<file path="src/design/cws_pkg.sv">
package cws_pkg;

    localparam int unsigned CWS_WORD_W = 14;
    localparam int unsigned CWS_NARROW_W = 8;
    localparam int unsigned CWS_NUM_WORDS = 7;
    localparam int unsigned CWS_IDX_W = 3;

    // printed locations are not byte addresses: they are word indices
    localparam logic [15:0] CWS_IDX_VIN_GAIN = 16'h2085;
    localparam logic [15:0] CWS_IDX_VIN_OFFSET = 16'h2086;
    localparam logic [15:0] CWS_IDX_BUF_OFFSET = 16'h2087;
    localparam logic [15:0] CWS_IDX_DIFF_GAIN = 16'h2088;
    localparam logic [15:0] CWS_IDX_DIFF_OFFSET = 16'h2089;
    localparam logic [15:0] CWS_IDX_ADC_GAIN = 16'h208A;
    localparam logic [15:0] CWS_IDX_ADC_OFFSET = 16'h208B;

    localparam int unsigned CWS_ADDR_W = 18;
    localparam logic [CWS_ADDR_W-1:0] CWS_BASE_ADDR = {CWS_IDX_VIN_GAIN, 2'b00};

    // words whose upper six positions are unimplemented
    localparam logic [CWS_NUM_WORDS-1:0] CWS_NARROW_MASK = 7'h07;

    localparam logic [1:0] CWS_RESP_OKAY = 2'h0;
    localparam logic [1:0] CWS_RESP_SLVERR = 2'h2;
    localparam logic [1:0] CWS_RESP_DECERR = 2'h3;

    // factory defaults: programmable cells erase to all ones
    localparam logic [CWS_WORD_W-1:0] CWS_ERASED_WORD = 14'h3FFF;

    typedef struct packed {
        logic valid;
        logic [1:0] resp;
    } cws_bresp_s;

    typedef struct packed {
        logic valid;
        logic [31:0] data;
        logic [1:0] resp;
    } cws_rresp_s;

endpackage

</file>
<file path="src/design/cws_top.sv">
// The AXI4-Lite interface to the registers is this design's own decision.
`timescale 1ns/1ps

module cws_top
    import cws_pkg::*;
#(
    parameter logic [CWS_NUM_WORDS*CWS_WORD_W-1:0] CAL_INIT = {CWS_NUM_WORDS{CWS_ERASED_WORD}}
) (
    input wire logic aclk,
    input wire logic aresetn,
    input wire logic [CWS_ADDR_W-1:0] s_axi_awaddr,
    input wire logic s_axi_awvalid,
    output logic s_axi_awready,
    input wire logic [31:0] s_axi_wdata,
    input wire logic [3:0] s_axi_wstrb,
    input wire logic s_axi_wvalid,
    output logic s_axi_wready,
    output logic [1:0] s_axi_bresp,
    output logic s_axi_bvalid,
    input wire logic s_axi_bready,
    input wire logic [CWS_ADDR_W-1:0] s_axi_araddr,
    input wire logic s_axi_arvalid,
    output logic s_axi_arready,
    output logic [31:0] s_axi_rdata,
    output logic [1:0] s_axi_rresp,
    output logic s_axi_rvalid,
    input wire logic s_axi_rready,
    output logic [CWS_WORD_W-1:0] last_word
);

    // write channel: address and data latched independently, answer when both held
    logic aw_held_q, aw_held_d;
    logic w_held_q, w_held_d;
    logic aw_rdy_q, aw_rdy_d;
    logic w_rdy_q, w_rdy_d;
    cws_bresp_s b_q, b_d;

    always_comb begin
        aw_held_d = aw_held_q;
        w_held_d = w_held_q;
        b_d = b_q;
        if (s_axi_awvalid && aw_rdy_q) begin
            aw_held_d = 1'b1;
        end
        if (s_axi_wvalid && w_rdy_q) begin
            w_held_d = 1'b1;
        end
        if (b_q.valid && s_axi_bready) begin
            b_d.valid = 1'b0;
        end
        if (aw_held_q && w_held_q && !b_q.valid) begin
            // every location here is read-only: writes are refused
            b_d.valid = 1'b1;
            b_d.resp = CWS_RESP_SLVERR;
            aw_held_d = 1'b0;
            w_held_d = 1'b0;
        end
        aw_rdy_d = !aw_held_d && !b_d.valid;
        w_rdy_d = !w_held_d && !b_d.valid;
    end

    always_ff @(posedge aclk) begin
        if (!aresetn) begin
            aw_held_q <= 1'b0;
            w_held_q <= 1'b0;
            aw_rdy_q <= 1'b0;
            w_rdy_q <= 1'b0;
            b_q <= '0;
        end else begin
            aw_held_q <= aw_held_d;
            w_held_q <= w_held_d;
            aw_rdy_q <= aw_rdy_d;
            w_rdy_q <= w_rdy_d;
            b_q <= b_d;
        end
    end

    // read channel
    logic ar_rdy_q, ar_rdy_d;
    cws_rresp_s r_q, r_d;
    logic [CWS_WORD_W-1:0] last_q, last_d;
    logic [CWS_ADDR_W-1:0] rel_addr;
    logic [CWS_IDX_W-1:0] rom_idx;
    logic [CWS_WORD_W-1:0] rom_word;
    logic addr_hit;

    assign rel_addr = s_axi_araddr - CWS_BASE_ADDR;
    assign addr_hit = (s_axi_araddr >= CWS_BASE_ADDR) && (s_axi_araddr[1:0] == 2'b00)
                      && (32'(rel_addr[CWS_ADDR_W-1:2]) < CWS_NUM_WORDS);
    assign rom_idx = rel_addr[2 +: CWS_IDX_W];

    cws_word_rom #(
        .CAL_INIT(CAL_INIT)
    ) u_rom (
        .idx(rom_idx),
        .word(rom_word)
    );

    always_comb begin
        r_d = r_q;
        last_d = last_q;
        if (r_q.valid && s_axi_rready) begin
            r_d.valid = 1'b0;
        end
        if (s_axi_arvalid && ar_rdy_q) begin
            r_d.valid = 1'b1;
            if (addr_hit) begin
                r_d.data = {{(32-CWS_WORD_W){1'b0}}, rom_word};
                r_d.resp = CWS_RESP_OKAY;
                last_d = rom_word;
            end else begin
                r_d.data = '0;
                r_d.resp = CWS_RESP_DECERR;
            end
        end
        ar_rdy_d = !r_d.valid;
    end

    always_ff @(posedge aclk) begin
        if (!aresetn) begin
            ar_rdy_q <= 1'b0;
            r_q <= '0;
            last_q <= '0;
        end else begin
            ar_rdy_q <= ar_rdy_d;
            r_q <= r_d;
            last_q <= last_d;
        end
    end

    assign s_axi_awready = aw_rdy_q;
    assign s_axi_wready = w_rdy_q;
    assign s_axi_bvalid = b_q.valid;
    assign s_axi_bresp = b_q.resp;
    assign s_axi_arready = ar_rdy_q;
    assign s_axi_rvalid = r_q.valid;
    assign s_axi_rdata = r_q.data;
    assign s_axi_rresp = r_q.resp;
    // firmware-visible copy of the last word fetched, for trim loading
    assign last_word = last_q;

    // a write is answered two cycles after its second half is taken, one cycle after both halves are held
    localparam int B_LAT_MIN = 1;
    localparam int B_LAT_MAX = 2;

    // window decoded afresh so the checks below do not lean on addr_hit
    logic rd_outside;
    assign rd_outside = (s_axi_araddr[1:0] != 2'b00) || (s_axi_araddr < CWS_BASE_ADDR)
                        || (s_axi_araddr > {CWS_IDX_ADC_OFFSET, 2'b00});
endmodule

</file>
<file path="src/design/cws_word_rom.sv">
`timescale 1ns/1ps

module cws_word_rom
    import cws_pkg::*;
#(
    parameter logic [CWS_NUM_WORDS*CWS_WORD_W-1:0] CAL_INIT = {CWS_NUM_WORDS{CWS_ERASED_WORD}}
) (
    input wire logic [CWS_IDX_W-1:0] idx,
    output logic [CWS_WORD_W-1:0] word
);

    logic [CWS_WORD_W-1:0] cells [CWS_NUM_WORDS];

    // unimplemented upper bits are forced to zero in the cell itself
    for (genvar g = 0; g < CWS_NUM_WORDS; g++) begin : g_cell
        if (CWS_NARROW_MASK[g]) begin : g_narrow
            assign cells[g] = {{(CWS_WORD_W-CWS_NARROW_W){1'b0}},
                               CAL_INIT[g*CWS_WORD_W +: CWS_NARROW_W]};
        end else begin : g_wide
            assign cells[g] = CAL_INIT[g*CWS_WORD_W +: CWS_WORD_W];
        end
    end

    always_comb begin
        word = '0;
        if (32'(idx) < CWS_NUM_WORDS) begin
            word = cells[idx];
        end
    end

endmodule

</file>
<file path="config.mk">
export PLATFORM = sky130hd
export DESIGN_NAME = cws_top
export DESIGN_NICKNAME = d
export VERILOG_FILES = /design/src/design/cws_pkg.sv /design/src/design/cws_top.sv /design/src/design/cws_word_rom.sv
export SDC_FILE = /design/constraint.sdc
export NUM_CORES = 1
export LEC_CHECK = 0
export ABC_AREA = 0
export BUFFER_PORTS_ARGS = -buffer_cell sky130_fd_sc_hd__clkbuf_2
export CORE_MARGIN = 5
export CORE_UTILIZATION = 45
export CTS_BUF_LIST = sky130_fd_sc_hd__clkbuf_16
export DETAILED_ROUTE_END_ITERATION = 12
export PLACE_DENSITY = 0.89
export SYNTH_ARGS = -nofsm -noshare
export SYNTH_HDL_FRONTEND = slang
export SYNTH_HIERARCHICAL = 1
export SYNTH_SLANG_ARGS = --single-unit
</file>
<file path="constraint.sdc">
create_clock -name aclk -period 6.35 [get_ports aclk]
set_clock_uncertainty 0.05 [all_clocks]
set_input_delay 0.635 -clock aclk [delete_from_list [all_inputs] [get_ports aclk]]
set_output_delay 0.635 -clock aclk [all_outputs]
set_load 0.005 [all_outputs]
</file>
# Word-level counts from Yosys, hierarchy flattened
# Memories as Yosys holds them, arrays and structs flattened.
# Index checks and enable logic that the tools add are counted.
[totals]
regBits = 56
latch_bits = 0
ramBits = 0
mem_bits_ro = 112
output_inout_bits = 55
wordCells = 48
mem_count = 1
[classes]
addsub = 1
multipliers = 0
n_div = 0
order_cmp = 4
n_eq_ne = 0
n_shift = 0
n_mux = 12
bitwise = 1
reduce_logical = 18
[memory_table]
columns = ["memory", "words", "width", "rd", "rd_clocked_by_memory_dff", "wr", "line_no", "source"]
rows = [
  ["(no name shown)", 8, 14, 1, 0, 0, "cws_word_rom.sv:27", "word = cells[idx];"],
]
[op_table]
columns = ["cell", "n"]
rows = [
  ["14-bit two-way mux", 3],
  ["35-bit two-way mux", 1],
  ["18-bit by 16-bit greater-or-equal comparator with 1-bit output, second input constant", 1],
  ["18-bit by 16-bit subtractor with 18-bit output, second input constant", 1],
  ["16-bit by 3-bit less-than comparator with 1-bit output, second input constant", 1],
  ["16-bit two-way mux", 1],
  ["1-bit logical AND", 11],
  ["1-bit two-way mux", 6],
  ["1-bit zero test", 5],
  ["4-bit greater-or-equal comparator, second input constant", 1],
  ["3-bit inverter with 4-bit output", 1],
  ["3-bit less-than comparator, second input constant", 1],
  ["3-bit two-way mux", 1],
  ["2-bit zero test", 1],
  ["2-bit AND reduction", 1],
]

# Longest topological paths before layout
# Gate-level depths: netlist of run 1.
[logic_depth]
depth_word = 9
depth_mapped = 10
depth_no_buf = 8

# Modules after synthesis
# The synthesis of run 1 kept the hierarchy.
[modules_own_cells]
columns = ["mod", "n_inst", "cells_each", "area_per_inst_um2", "seq_area_each_um2"]
rows = [
  ["cws_top", 1, 203, 1731.7, 740.7],
  ["cws_word_rom", 1, 15, 107.6, 0.0],
]

# Worst setup path after synthesis of run 1
# No wires, ideal clock.
[synth_timing]
path_type = "input to register"
startpoint = "in s_axi_araddr[7]"
endpoint = "reg last_q[0] (netlist: last_word[0])"
arrival_time_ns = 2.424
slack_ns = 3.757
stages = 8
cell_sequence = "or4_1 a211oi_2 o2111ai_1 a2111oi_2 o2111ai_1 buf_6 buf_6 mux2i_1"
[synth_between]
elab_chain_cells = 4
word_cells_on_any_way = 6
cone_classes = "1 x add/sub; 2 x order compare; 3 x reduce/logical"
[synth_lines]
columns = ["element", "line_no", "source"]
rows = [
  ["start, declared", "cws_top.sv:21", "input wire logic [CWS_ADDR_W-1:0] s_axi_araddr,"],
  ["18-bit by 16-bit subtractor with 18-bit output or 18-bit by 16-bit greater-or-equal comparator with 1-bit output (tied branches)", "cws_top.sv:87, cws_top.sv:88", ""],
  ["16-bit by 3-bit less-than comparator with 1-bit output or 1-bit logical AND (tied branches)", "cws_top.sv:89, cws_top.sv:88", ""],
  ["1-bit logical AND *", "cws_top.sv:89", "&& (32'(rel_addr[CWS_ADDR_W-1:2]) < CWS_NUM_WORDS);"],
  ["2-bit AND reduction (no line) *", "n/a", ""],
  ["end signal, assigned", "cws_top.sv:127", "last_q <= last_d;"],
  ["end, declared", "cws_top.sv:81", "logic [CWS_WORD_W-1:0] last_q, last_d;"],
]
# Mark *: on every way between the ends. The rest lies on a longest branch, timed or not.
# A chain may end at the register's enable or synchronous reset.

# Worst setup path in the final report of run 1
[layout_timing]
startpoint = "in s_axi_araddr[7]"
endpoint = "reg r_q (netlist bit s_axi_rdata[12])"
[layout_between]
elab_chain_cells = 4
word_cells_on_any_way = 6
cone_classes = "1 x add/sub; 2 x order compare; 1 x mux; 2 x reduce/logical"
[layout_lines]
columns = ["element", "line_no", "source"]
rows = [
  ["18-bit by 16-bit subtractor with 18-bit output or 18-bit by 16-bit greater-or-equal comparator with 1-bit output (tied branches)", "cws_top.sv:87, cws_top.sv:88", ""],
  ["16-bit by 3-bit less-than comparator with 1-bit output or 1-bit logical AND (tied branches)", "cws_top.sv:89, cws_top.sv:88", ""],
  ["1-bit logical AND *", "cws_top.sv:89", ""],
  ["16-bit two-way mux *", "cws_top.sv:107", "if (addr_hit) begin"],
  ["end signal, assigned", "cws_top.sv:126", "r_q <= r_d;"],
  ["end, declared", "cws_top.sv:80", "cws_rresp_s r_q, r_d;"],
]
# Marked as above.

==> flow_metrics.env, run 1 <==
export IMPL_outcome="finished, final reports clean"
export IMPL_drtIter0Drc=87
export IMPL_diodes=0
export IMPL_core_mm2=0.00397
export IMPL_place_congestion=0.872
export IMPL_netlist_instances=218
export IMPL_synth_largest_area_cell="dfxtp_1"
export IMPL_min_path_cells=2
export IMPL_min_from="s_axi_rdata[2]"
export IMPL_max_clock_path_buffers=2
export IMPL_worstSetupPathType="input pin to register"
export IMPL_htreeDepth=2
export IMPL_wl_mm=3.80
export IMPL_clkTransAtPathRegs_ps=50
export IMPL_synth_seq_cells=37
export IMPL_setup_slack_ps=3360
export IMPL_holdWs_ps=404
export IMPL_tightestPinTransition_ps=771
export IMPL_synth_area_mm2=0.00184
export IMPL_clock_sinks=37
export IMPL_cts_tree="built"
export IMPL_max_freq_mhz=334
export IMPL_area_growth_pct=15.7
export IMPL_fin_area_mm2=0.00213
export IMPL_place_area_mm2=0.00200
export IMPL_port_buffers=60
export IMPL_maxCapViolations=0
export IMPL_maxSlewViolCount=0
export IMPL_dieArea_mm2=0.00547
export IMPL_cts_resized=0
export IMPL_r2r_slack_ps=3970
export IMPL_async_flop_share=0
export IMPL_min_to="s_axi_rdata[2]"
export IMPL_r2r_end="s_axi_rdata[12]"
export IMPL_synthTopCellsByArea="dfxtp_1, buf_4, nand2_1"
export IMPL_start_kind="input pin"
export IMPL_synth_area_per_cell_um2=8.44
export IMPL_hold_buffers=0
export IMPL_startpoint="s_axi_araddr[7]"
export IMPL_drc=0
export IMPL_vdd_ir_drop_worst_mv=0.127
export IMPL_via_per_inst=4.77
export IMPL_rsz0062_at_grt="false"
export IMPL_cp_cell_sequence="clkbuf_2 -> or4_1 -> a211oi_2 -> o2111ai_1 -> a2111oi_2 -> o2111ai_2 -> buf_4 -> o21ai_0"
export IMPL_numCtsBuffers=5
export IMPL_antenna_found_initial=0
export IMPL_cts_root_buf="clkbuf_16"
export IMPL_synth_commonest_cells="nand2_1, dfxtp_1, buf_4"
export IMPL_wire_per_inst_um=12.1
export IMPL_grt_pass1_vias=1384
export IMPL_cp_arrival_ps=3130
export IMPL_start_util=0.463
export IMPL_post_cts_buffers=0
export IMPL_postRouteAntennaNets=0
export IMPL_final_util=0.536
export IMPL_hold_viol=0
export IMPL_dp_hpwl_mm=2.92
export IMPL_min_period_ps=2990
export IMPL_synth_most_common_cell="nand2_1"
export IMPL_fp_row_count=23
export IMPL_leakagePower_nw=1.07
export IMPL_max_stage_delay_ps=540
export IMPL_drtPass1Iterations=4
export IMPL_ys_warn_count=6
export IMPL_insertion_delay_ps=270
export IMPL_grt_max_degree=38
export IMPL_reg2regPathDepth=7
export IMPL_cp_max_fo=18
export IMPL_die_w_um=73.9
export IMPL_synth_distinct_cells=36
export IMPL_period_share=0.472
export IMPL_worst_slew_margin_rel=0.486
export IMPL_vias=1494
export IMPL_worstReg2RegStart="s_axi_arready"
export IMPL_grt_pass1_wl_mm=6.04
export IMPL_cp_slowest_cell="or4_1"
export IMPL_final_net_count=344
export IMPL_hold_path_class="register to register"
export IMPL_dp_slack_ps=3010
export IMPL_die_h_um=73.9
export IMPL_critPathRequiredTime_ps=6490
export IMPL_setup_violations=0
export IMPL_synth_main_ff_cell="dfxtp_1"
export IMPL_grt_usage=0.142
export IMPL_powerDensity_mw_per_mm2=240
export IMPL_synth_edff_count=0
export IMPL_grt_ovfl_total=0
export IMPL_yosysTopAreaCellShare=0.403
export IMPL_seq_area_frac_synth=0.403
export IMPL_drive_above_1_share=0.270
export IMPL_pin_count=134
export IMPL_final_setup_tns_ps=0
export IMPL_crit_path_end_kind="register"
[layer usage]
metal | share of wire | routed length [um] | global-route usage
met5 | 0 | 0 | 0
met2 | 0.49 | 1850 | 0.238
met3 | 0.071 | 270 | 0.0324
met4 | 0.017 | 66 | 0.0604
met1 | 0.42 | 1610 | 0.175
[sequential cells by signal, indices dropped and copies added (netlist names)]
name           flops
aw_held_q          1
last_word         14
s_axi_arready      1
s_axi_awready      1
s_axi_bresp        1
s_axi_bvalid       1
s_axi_rdata       14
s_axi_rresp        1
s_axi_rvalid       1
s_axi_wready       1
w_held_q           1
[critical path, delay by kind of cell]
family | cells | cell delay, ps
AO/OA/AOI/OAI | 5 | 1470
buffers and inverters | 2 | 490
AND/OR/NAND/NOR | 1 | 540
[placed cells by master (no fill, tap or decap), types with 4 or more instances in the layout]
cell type / count
nand2b_1: 4
inv_1: 6
dfxtp_1: 37
o21ai_1: 4
xnor2_1: 4
o21ai_0: 18
conb_1: 19
clkbuf_2: 60
mux2i_1: 14
clkbuf_16: 5
nand2_1: 50
[through the flow]
step / power, W / cells
finish: 0.000512 / 313
floorplan: 0.000294 / 236
detailed placement: 0.000294 / 307
CTS: 0.000516 / 313
global route: 0.000538 / 313
global placement: 0.000293 / 307
[final cells by class]
type	count	area (um^2)
fill	389	1840
clock buffer	5	125
timing repair buffer	61	308
sequential	37	741
multi-input combinational	153	865
inverter	6	22.5
clock inverter	1	5.00
tap	50	62.6
[how the worst max path moves through the flow]
stage / end / depth (start not counted)
floorplan: last_word[0] / 8
global placement: last_word[10] / 8
detailed placement: s_axi_rdata[12] / 8
CTS: s_axi_rdata[12] / 8
global route: s_axi_rdata[12] / 8
finish: s_axi_rdata[12] / 8
[report_power, final]
part | leakage [nW] | total, W | internal, W | switching, W
registers | 0.300 | 0.000238 | 0.000236 | 0.00000200
clock network | 0.0655 | 0.000223 | 0.000140 | 0.0000829
logic | 0.704 | 0.0000508 | 0.0000191 | 0.0000317
[kinds of logic after synthesis]
| kind of cell | count (synthesis) | share of synthesized area |
|---|---|---|
| AND/OR/NAND/NOR | 76 | 0.188 |
| buffers and inverters | 46 | 0.167 |
| AO/OA/AOI/OAI | 38 | 0.133 |
| flip-flops | 37 | 0.403 |
| multiplexers | 14 | 0.0762 |
| XOR/XNOR | 5 | 0.0238 |
| adder cells (fa/ha/maj) | 1 | 0.00680 |
| other | 1 | 0.00204 |
No activity file was read; power rests on OpenSTA's default activity.
==> run 2, diff against run 1 <==
--- a/config.mk
+++ b/config.mk
@@ -8,10 +8,10 @@
 export ABC_AREA = 0
 export BUFFER_PORTS_ARGS = -buffer_cell sky130_fd_sc_hd__clkbuf_2
 export CORE_MARGIN = 5
-export CORE_UTILIZATION = 45
+export CORE_UTILIZATION = 37
 export CTS_BUF_LIST = sky130_fd_sc_hd__clkbuf_16
 export DETAILED_ROUTE_END_ITERATION = 12
-export PLACE_DENSITY = 0.89
+export PLACE_DENSITY = 0.78
 export SYNTH_ARGS = -nofsm -noshare
 export SYNTH_HDL_FRONTEND = slang
 export SYNTH_HIERARCHICAL = 1
==> constraint.sdc (replaced) <==
create_clock -name aclk -period 2.6 [get_ports aclk]
set_clock_uncertainty 0.05 [all_clocks]
set_input_delay 0.26 -clock aclk [delete_from_list [all_inputs] [get_ports aclk]]
set_output_delay 0.26 -clock aclk [all_outputs]
set_load 0.005 [all_outputs]
==> run 2 against run 1 <==
Highest routed layer unchanged. Final cell count grew 7.0%. Power rose to 2.7 times the previous value. Hold slack got worse by 180 ps. Die area increased by 19%. Sequential share of layout area decreased by 1.6 points. Critical path type unchanged. Sequential cell count unchanged. Count of clock-buffer cells in the layout did not move. Routed wire length grew 2.2%. Largest power group is now the clock network. Register-to-register slack worse by 3400 ps. Critical path depth did not move. Utilization shrank 7.0 points.
==> flow_metrics.env, run 2 (same netlist as run 1, synthesis figures left out) <==
export IMPL_hold_buffers=0
export IMPL_port_buffers=60
export IMPL_worst_slew_margin_rel=0.555
export IMPL_drive_above_1_share=0.276
export IMPL_start_util=0.384
export IMPL_maxCapViolations=0
export IMPL_final_setup_tns_ps=0
export IMPL_grt_pass1_wl_mm=6.26
export IMPL_vdd_ir_drop_worst_mv=0.256
export IMPL_die_w_um=80.5
export IMPL_diodes=0
export IMPL_crit_path_end_kind="register"
export IMPL_wire_per_inst_um=11.6
export IMPL_rsz0062_at_grt="false"
export IMPL_hold_path_class="input pin to register"
export IMPL_fin_area_mm2=0.00223
export IMPL_clock_sinks=37
export IMPL_cts_resized=0
export IMPL_worstReg2RegStart="s_axi_arready"
export IMPL_fp_row_count=25
export IMPL_vias=1531
export IMPL_dp_hpwl_mm=3.08
export IMPL_cts_root_buf="clkbuf_16"
export IMPL_grt_pass1_vias=1412
export IMPL_leakagePower_nw=1.11
export IMPL_htreeDepth=2
export IMPL_setup_violations=0
export IMPL_hold_viol=0
export IMPL_place_area_mm2=0.00207
export IMPL_drtPass1Iterations=4
export IMPL_area_growth_pct=21.2
export IMPL_wl_mm=3.88
export IMPL_pin_count=134
export IMPL_dieArea_mm2=0.00648
export IMPL_grt_ovfl_total=0
export IMPL_numCtsBuffers=5
export IMPL_cp_arrival_ps=2390
export IMPL_worstSetupPathType="input pin to register"
export IMPL_start_kind="input pin"
export IMPL_max_clock_path_buffers=2
export IMPL_startpoint="s_axi_araddr[7]"
export IMPL_powerDensity_mw_per_mm2=612
export IMPL_insertion_delay_ps=270
export IMPL_place_congestion=0.895
export IMPL_maxSlewViolCount=0
export IMPL_core_mm2=0.00479
export IMPL_layout_common_cells="clkbuf_2, nand2_1, dfxtp_1"
export IMPL_final_net_count=347
export IMPL_holdWs_ps=222
export IMPL_max_freq_mhz=445
export IMPL_critPathRequiredTime_ps=2750
export IMPL_fillers=487
export IMPL_clkTransAtPathRegs_ps=50
export IMPL_drc=0
export IMPL_antenna_found_initial=0
export IMPL_postRouteAntennaNets=0
export IMPL_grt_max_degree=37
export IMPL_layout_commonest_cell="clkbuf_2"
export IMPL_min_from="s_axi_wvalid"
export IMPL_via_per_inst=4.57
export IMPL_tightestPinTransition_ps=663
export IMPL_die_h_um=80.5
export IMPL_grt_usage=0.122
export IMPL_cp_max_fo=26
export IMPL_min_period_ps=2250
export IMPL_drtIter0Drc=31
export IMPL_period_share=0.865
export IMPL_outcome="finished, final reports clean"
export IMPL_post_cts_buffers=0
export IMPL_cts_tree="built"
[run 2: per-stage QoR]
stage	total power [W]	setup slack, ps	instances	utilization
detailed placement	0.000725	52.2	327	0.432
finish	0.00136	351	335	0.466
CTS	0.00139	340	335	0.466
floorplan	0.000718	382	236	-
global route	0.00143	163	335	0.466
global placement	0.000722	70.1	327	0.432
[run 2: worst paths after layout]
path,cells past startpoint,slack (ps),to
setup / recovery,8,350,s_axi_rdata[12]
setup reg to reg,7,560,s_axi_rdata[12]
hold reg to reg,2,400,s_axi_rdata[13]
hold / removal,4,220,s_axi_wready
[run 2: worst max-delay path, cell delays in order]
cell and delay (ps):
clkbuf_2 110, or4_1 540, a211oi_2 240, o2111ai_1 160, a2111oi_2 450, o2111ai_4 230
buf_12 230, o21ai_0 170
[run 2: power breakdown]
group | leakage [nW] | total, W | internal, W | switching [W]
combinational | 0.726 | 0.000130 | 0.0000494 | 0.0000811
clock | 0.0826 | 0.000651 | 0.000445 | 0.000207
sequential | 0.300 | 0.000582 | 0.000577 | 0.00000512
[run 2: area by class of cell]
cell class                      count  area [um^2]  area share
Clock buffer                        5          125      0.0561
Clock inverter                      3         37.5      0.0168
Inverter                            6         22.5      0.0101
Multi-Input combinational cell    153          876       0.393
Sequential cell                    37          741       0.332
Tap cell                           67         83.8      0.0376
Timing Repair Buffer               64          343       0.154
[run 2: metal layers]
metal	vias up	global-route usage	part of all wire
met5	-	0	0
met4	0	0.0456	0.012
met3	5	0.0325	0.060
met2	44	0.209	0.50
met1	705	0.144	0.43
li1	777	-	-
==> run 3, diff against run 2 <==
--- a/config.mk
+++ b/config.mk
@@ -8,10 +8,10 @@
 export ABC_AREA = 0
 export BUFFER_PORTS_ARGS = -buffer_cell sky130_fd_sc_hd__clkbuf_2
 export CORE_MARGIN = 5
-export CORE_UTILIZATION = 37
+export CORE_UTILIZATION = 30
 export CTS_BUF_LIST = sky130_fd_sc_hd__clkbuf_16
 export DETAILED_ROUTE_END_ITERATION = 12
-export PLACE_DENSITY = 0.78
+export PLACE_DENSITY = 0.66
 export SYNTH_ARGS = -nofsm -noshare
 export SYNTH_HDL_FRONTEND = slang
 export SYNTH_HIERARCHICAL = 1
==> run 3 against run 2 <==
Register-to-register slack barely moved. Non-clock buffer count is the same. Maximum frequency increased by 0.49%. First-iteration DRC count grew 32%. Via count increased by 0.46%. Worst setup slack better by 11 ps. Routed wire length up 5.1%. Global-route usage is 1.6 points lower. Critical endpoint is now s_axi_rdata[9]. Cell area is 0.11% higher. Sequential cell count unchanged. Hold slack improved by 4.5 ps. Clock power down 13%.
==> flow_metrics.env, run 3 (same netlist as run 1, synthesis figures left out) <==
export IMPL_outcome="finished, final reports clean"
export IMPL_grt_pass1_vias=1405
export IMPL_cp_max_fo=16
export IMPL_cts_root_buf="clkbuf_16"
export IMPL_grt_ovfl_total=0
export IMPL_drive_above_1_share=0.280
export IMPL_postRouteAntennaNets=0
export IMPL_placedCellCount=335
export IMPL_clkTransAtPathRegs_ps=60
export IMPL_die_h_um=88.3
export IMPL_hold_path_class="input pin to register"
export IMPL_grt_max_degree=37
export IMPL_reg2regPathDepth=7
export IMPL_vdd_ir_drop_worst_mv=0.294
export IMPL_cpLargestDelayFamily="compound AO/OA/AOI/OAI gates"
export IMPL_fin_area_mm2=0.00223
export IMPL_leakagePower_nw=1.10
export IMPL_layout_common_cells="clkbuf_2, nand2_1, dfxtp_1"
export IMPL_setup_violations=0
export IMPL_cp_slowest_cell="or4_1"
export IMPL_cp_cell_sequence="clkbuf_2 -> or4_1 -> a211oi_2 -> o2111ai_1 -> a2111oi_2 -> o2111ai_4 -> buf_12 -> o21ai_0"
export IMPL_port_buffers=60
export IMPL_drtPass1Iterations=4
export IMPL_grt_usage=0.106
export IMPL_min_path_cells=4
export IMPL_antenna_found_initial=0
export IMPL_final_net_count=347
export IMPL_vias=1538
export IMPL_layout_commonest_cell="clkbuf_2"
export IMPL_drc=0
export IMPL_min_period_ps=2240
export IMPL_max_freq_mhz=447
export IMPL_period_share=0.861
export IMPL_dieArea_mm2=0.00780
export IMPL_rsz0062_at_grt="false"
export IMPL_die_w_um=88.3
export IMPL_maxCapViolations=0
export IMPL_via_per_inst=4.48
export IMPL_core_mm2=0.00596
export IMPL_max_clock_path_buffers=2
export IMPL_htreeDepth=2
export IMPL_final_util=0.375
export IMPL_fp_row_count=28
export IMPL_hold_buffers=0
export IMPL_critPathRequiredTime_ps=2750
export IMPL_max_stage_delay_ps=530
export IMPL_cp_arrival_ps=2390
export IMPL_hold_viol=0
export IMPL_start_util=0.309
export IMPL_fin_cells=343
export IMPL_area_growth_pct=21.3
export IMPL_powerDensity_mw_per_mm2=573
export IMPL_cts_resized=0
export IMPL_cp_num_cells=8
export IMPL_crit_path_end_kind="register"
export IMPL_tightestPinTransition_ps=826
export IMPL_numCtsBuffers=5
export IMPL_grt_pass1_wl_mm=6.45
export IMPL_start_kind="input pin"
export IMPL_place_congestion=0.812
export IMPL_post_cts_buffers=0
export IMPL_diodes=0
export IMPL_dp_hpwl_mm=3.13
export IMPL_cp_num_buf_inv=2
export IMPL_maxSlewViolCount=0
export IMPL_pin_count=134
export IMPL_worst_slew_margin_rel=0.449
export IMPL_insertion_delay_ps=270
export IMPL_final_setup_tns_ps=0
export IMPL_drtIter0Drc=41
export IMPL_clock_sinks=37
export IMPL_wl_mm=4.08
export IMPL_cts_tree="built"
export IMPL_wire_per_inst_um=11.9
export IMPL_worstSetupPathType="input pin to register"
export IMPL_place_area_mm2=0.00209
run 3: routing by layer:
metal | wire length, um | global-route usage
met2 | 1930 | 0.172
met1 | 1760 | 0.131
met3 | 342 | 0.0382
met5 | 0 | 0
met4 | 40 | 0.0316
run 3: path summary, 6_finish.rpt:
path	start	endpoint	slack, ps
worst max register to register	s_axi_arready	s_axi_rdata[9]	560
worst min-delay path	s_axi_wvalid	s_axi_wready	230
worst max-delay path	s_axi_araddr[7]	s_axi_rdata[9]	360
worst min register to register	s_axi_rdata[1]	s_axi_rdata[1]	400
run 3: power breakdown:
group          leakage (nW)  total (W)  internal (W)  switching, W
Combinational         0.732   0.000129     0.0000480     0.0000813
Clock                0.0712   0.000567      0.000351      0.000216
Sequential            0.300   0.000582      0.000577    0.00000568
Total                  1.10    0.00128      0.000976      0.000303
run 3: cell type report:
type                    instances  area, um^2
clock inverters                 3        17.5
clock buffers                   5         125
well taps                      75        93.8
multi-input cells             153         876
repair buffers                 64         355
fillers                       652        3720
inverters                       6        22.5
flip-flops and latches         37         741
run 3: worst register-to-register path: cells and delay by family (launching register included):
kind	cells	cell delay, ps
AO/OA/AOI/OAI	5	1230
buffers and inverters	1	220
flip-flops	1	330
AND/OR/NAND/NOR	1	130
run 3: metrics by stage:
stage / total power, W / setup slack [ps] / hold WS [ps]
after floorplan: 0.000718 / 382 / 379
after CTS: 0.00130 / 378 / 217
final: 0.00128 / 362 / 227
after global routing: 0.00134 / 239 / 233
after global placement: 0.000722 / 68.7 / 389
after detailed placement: 0.000724 / 99.6 / 394
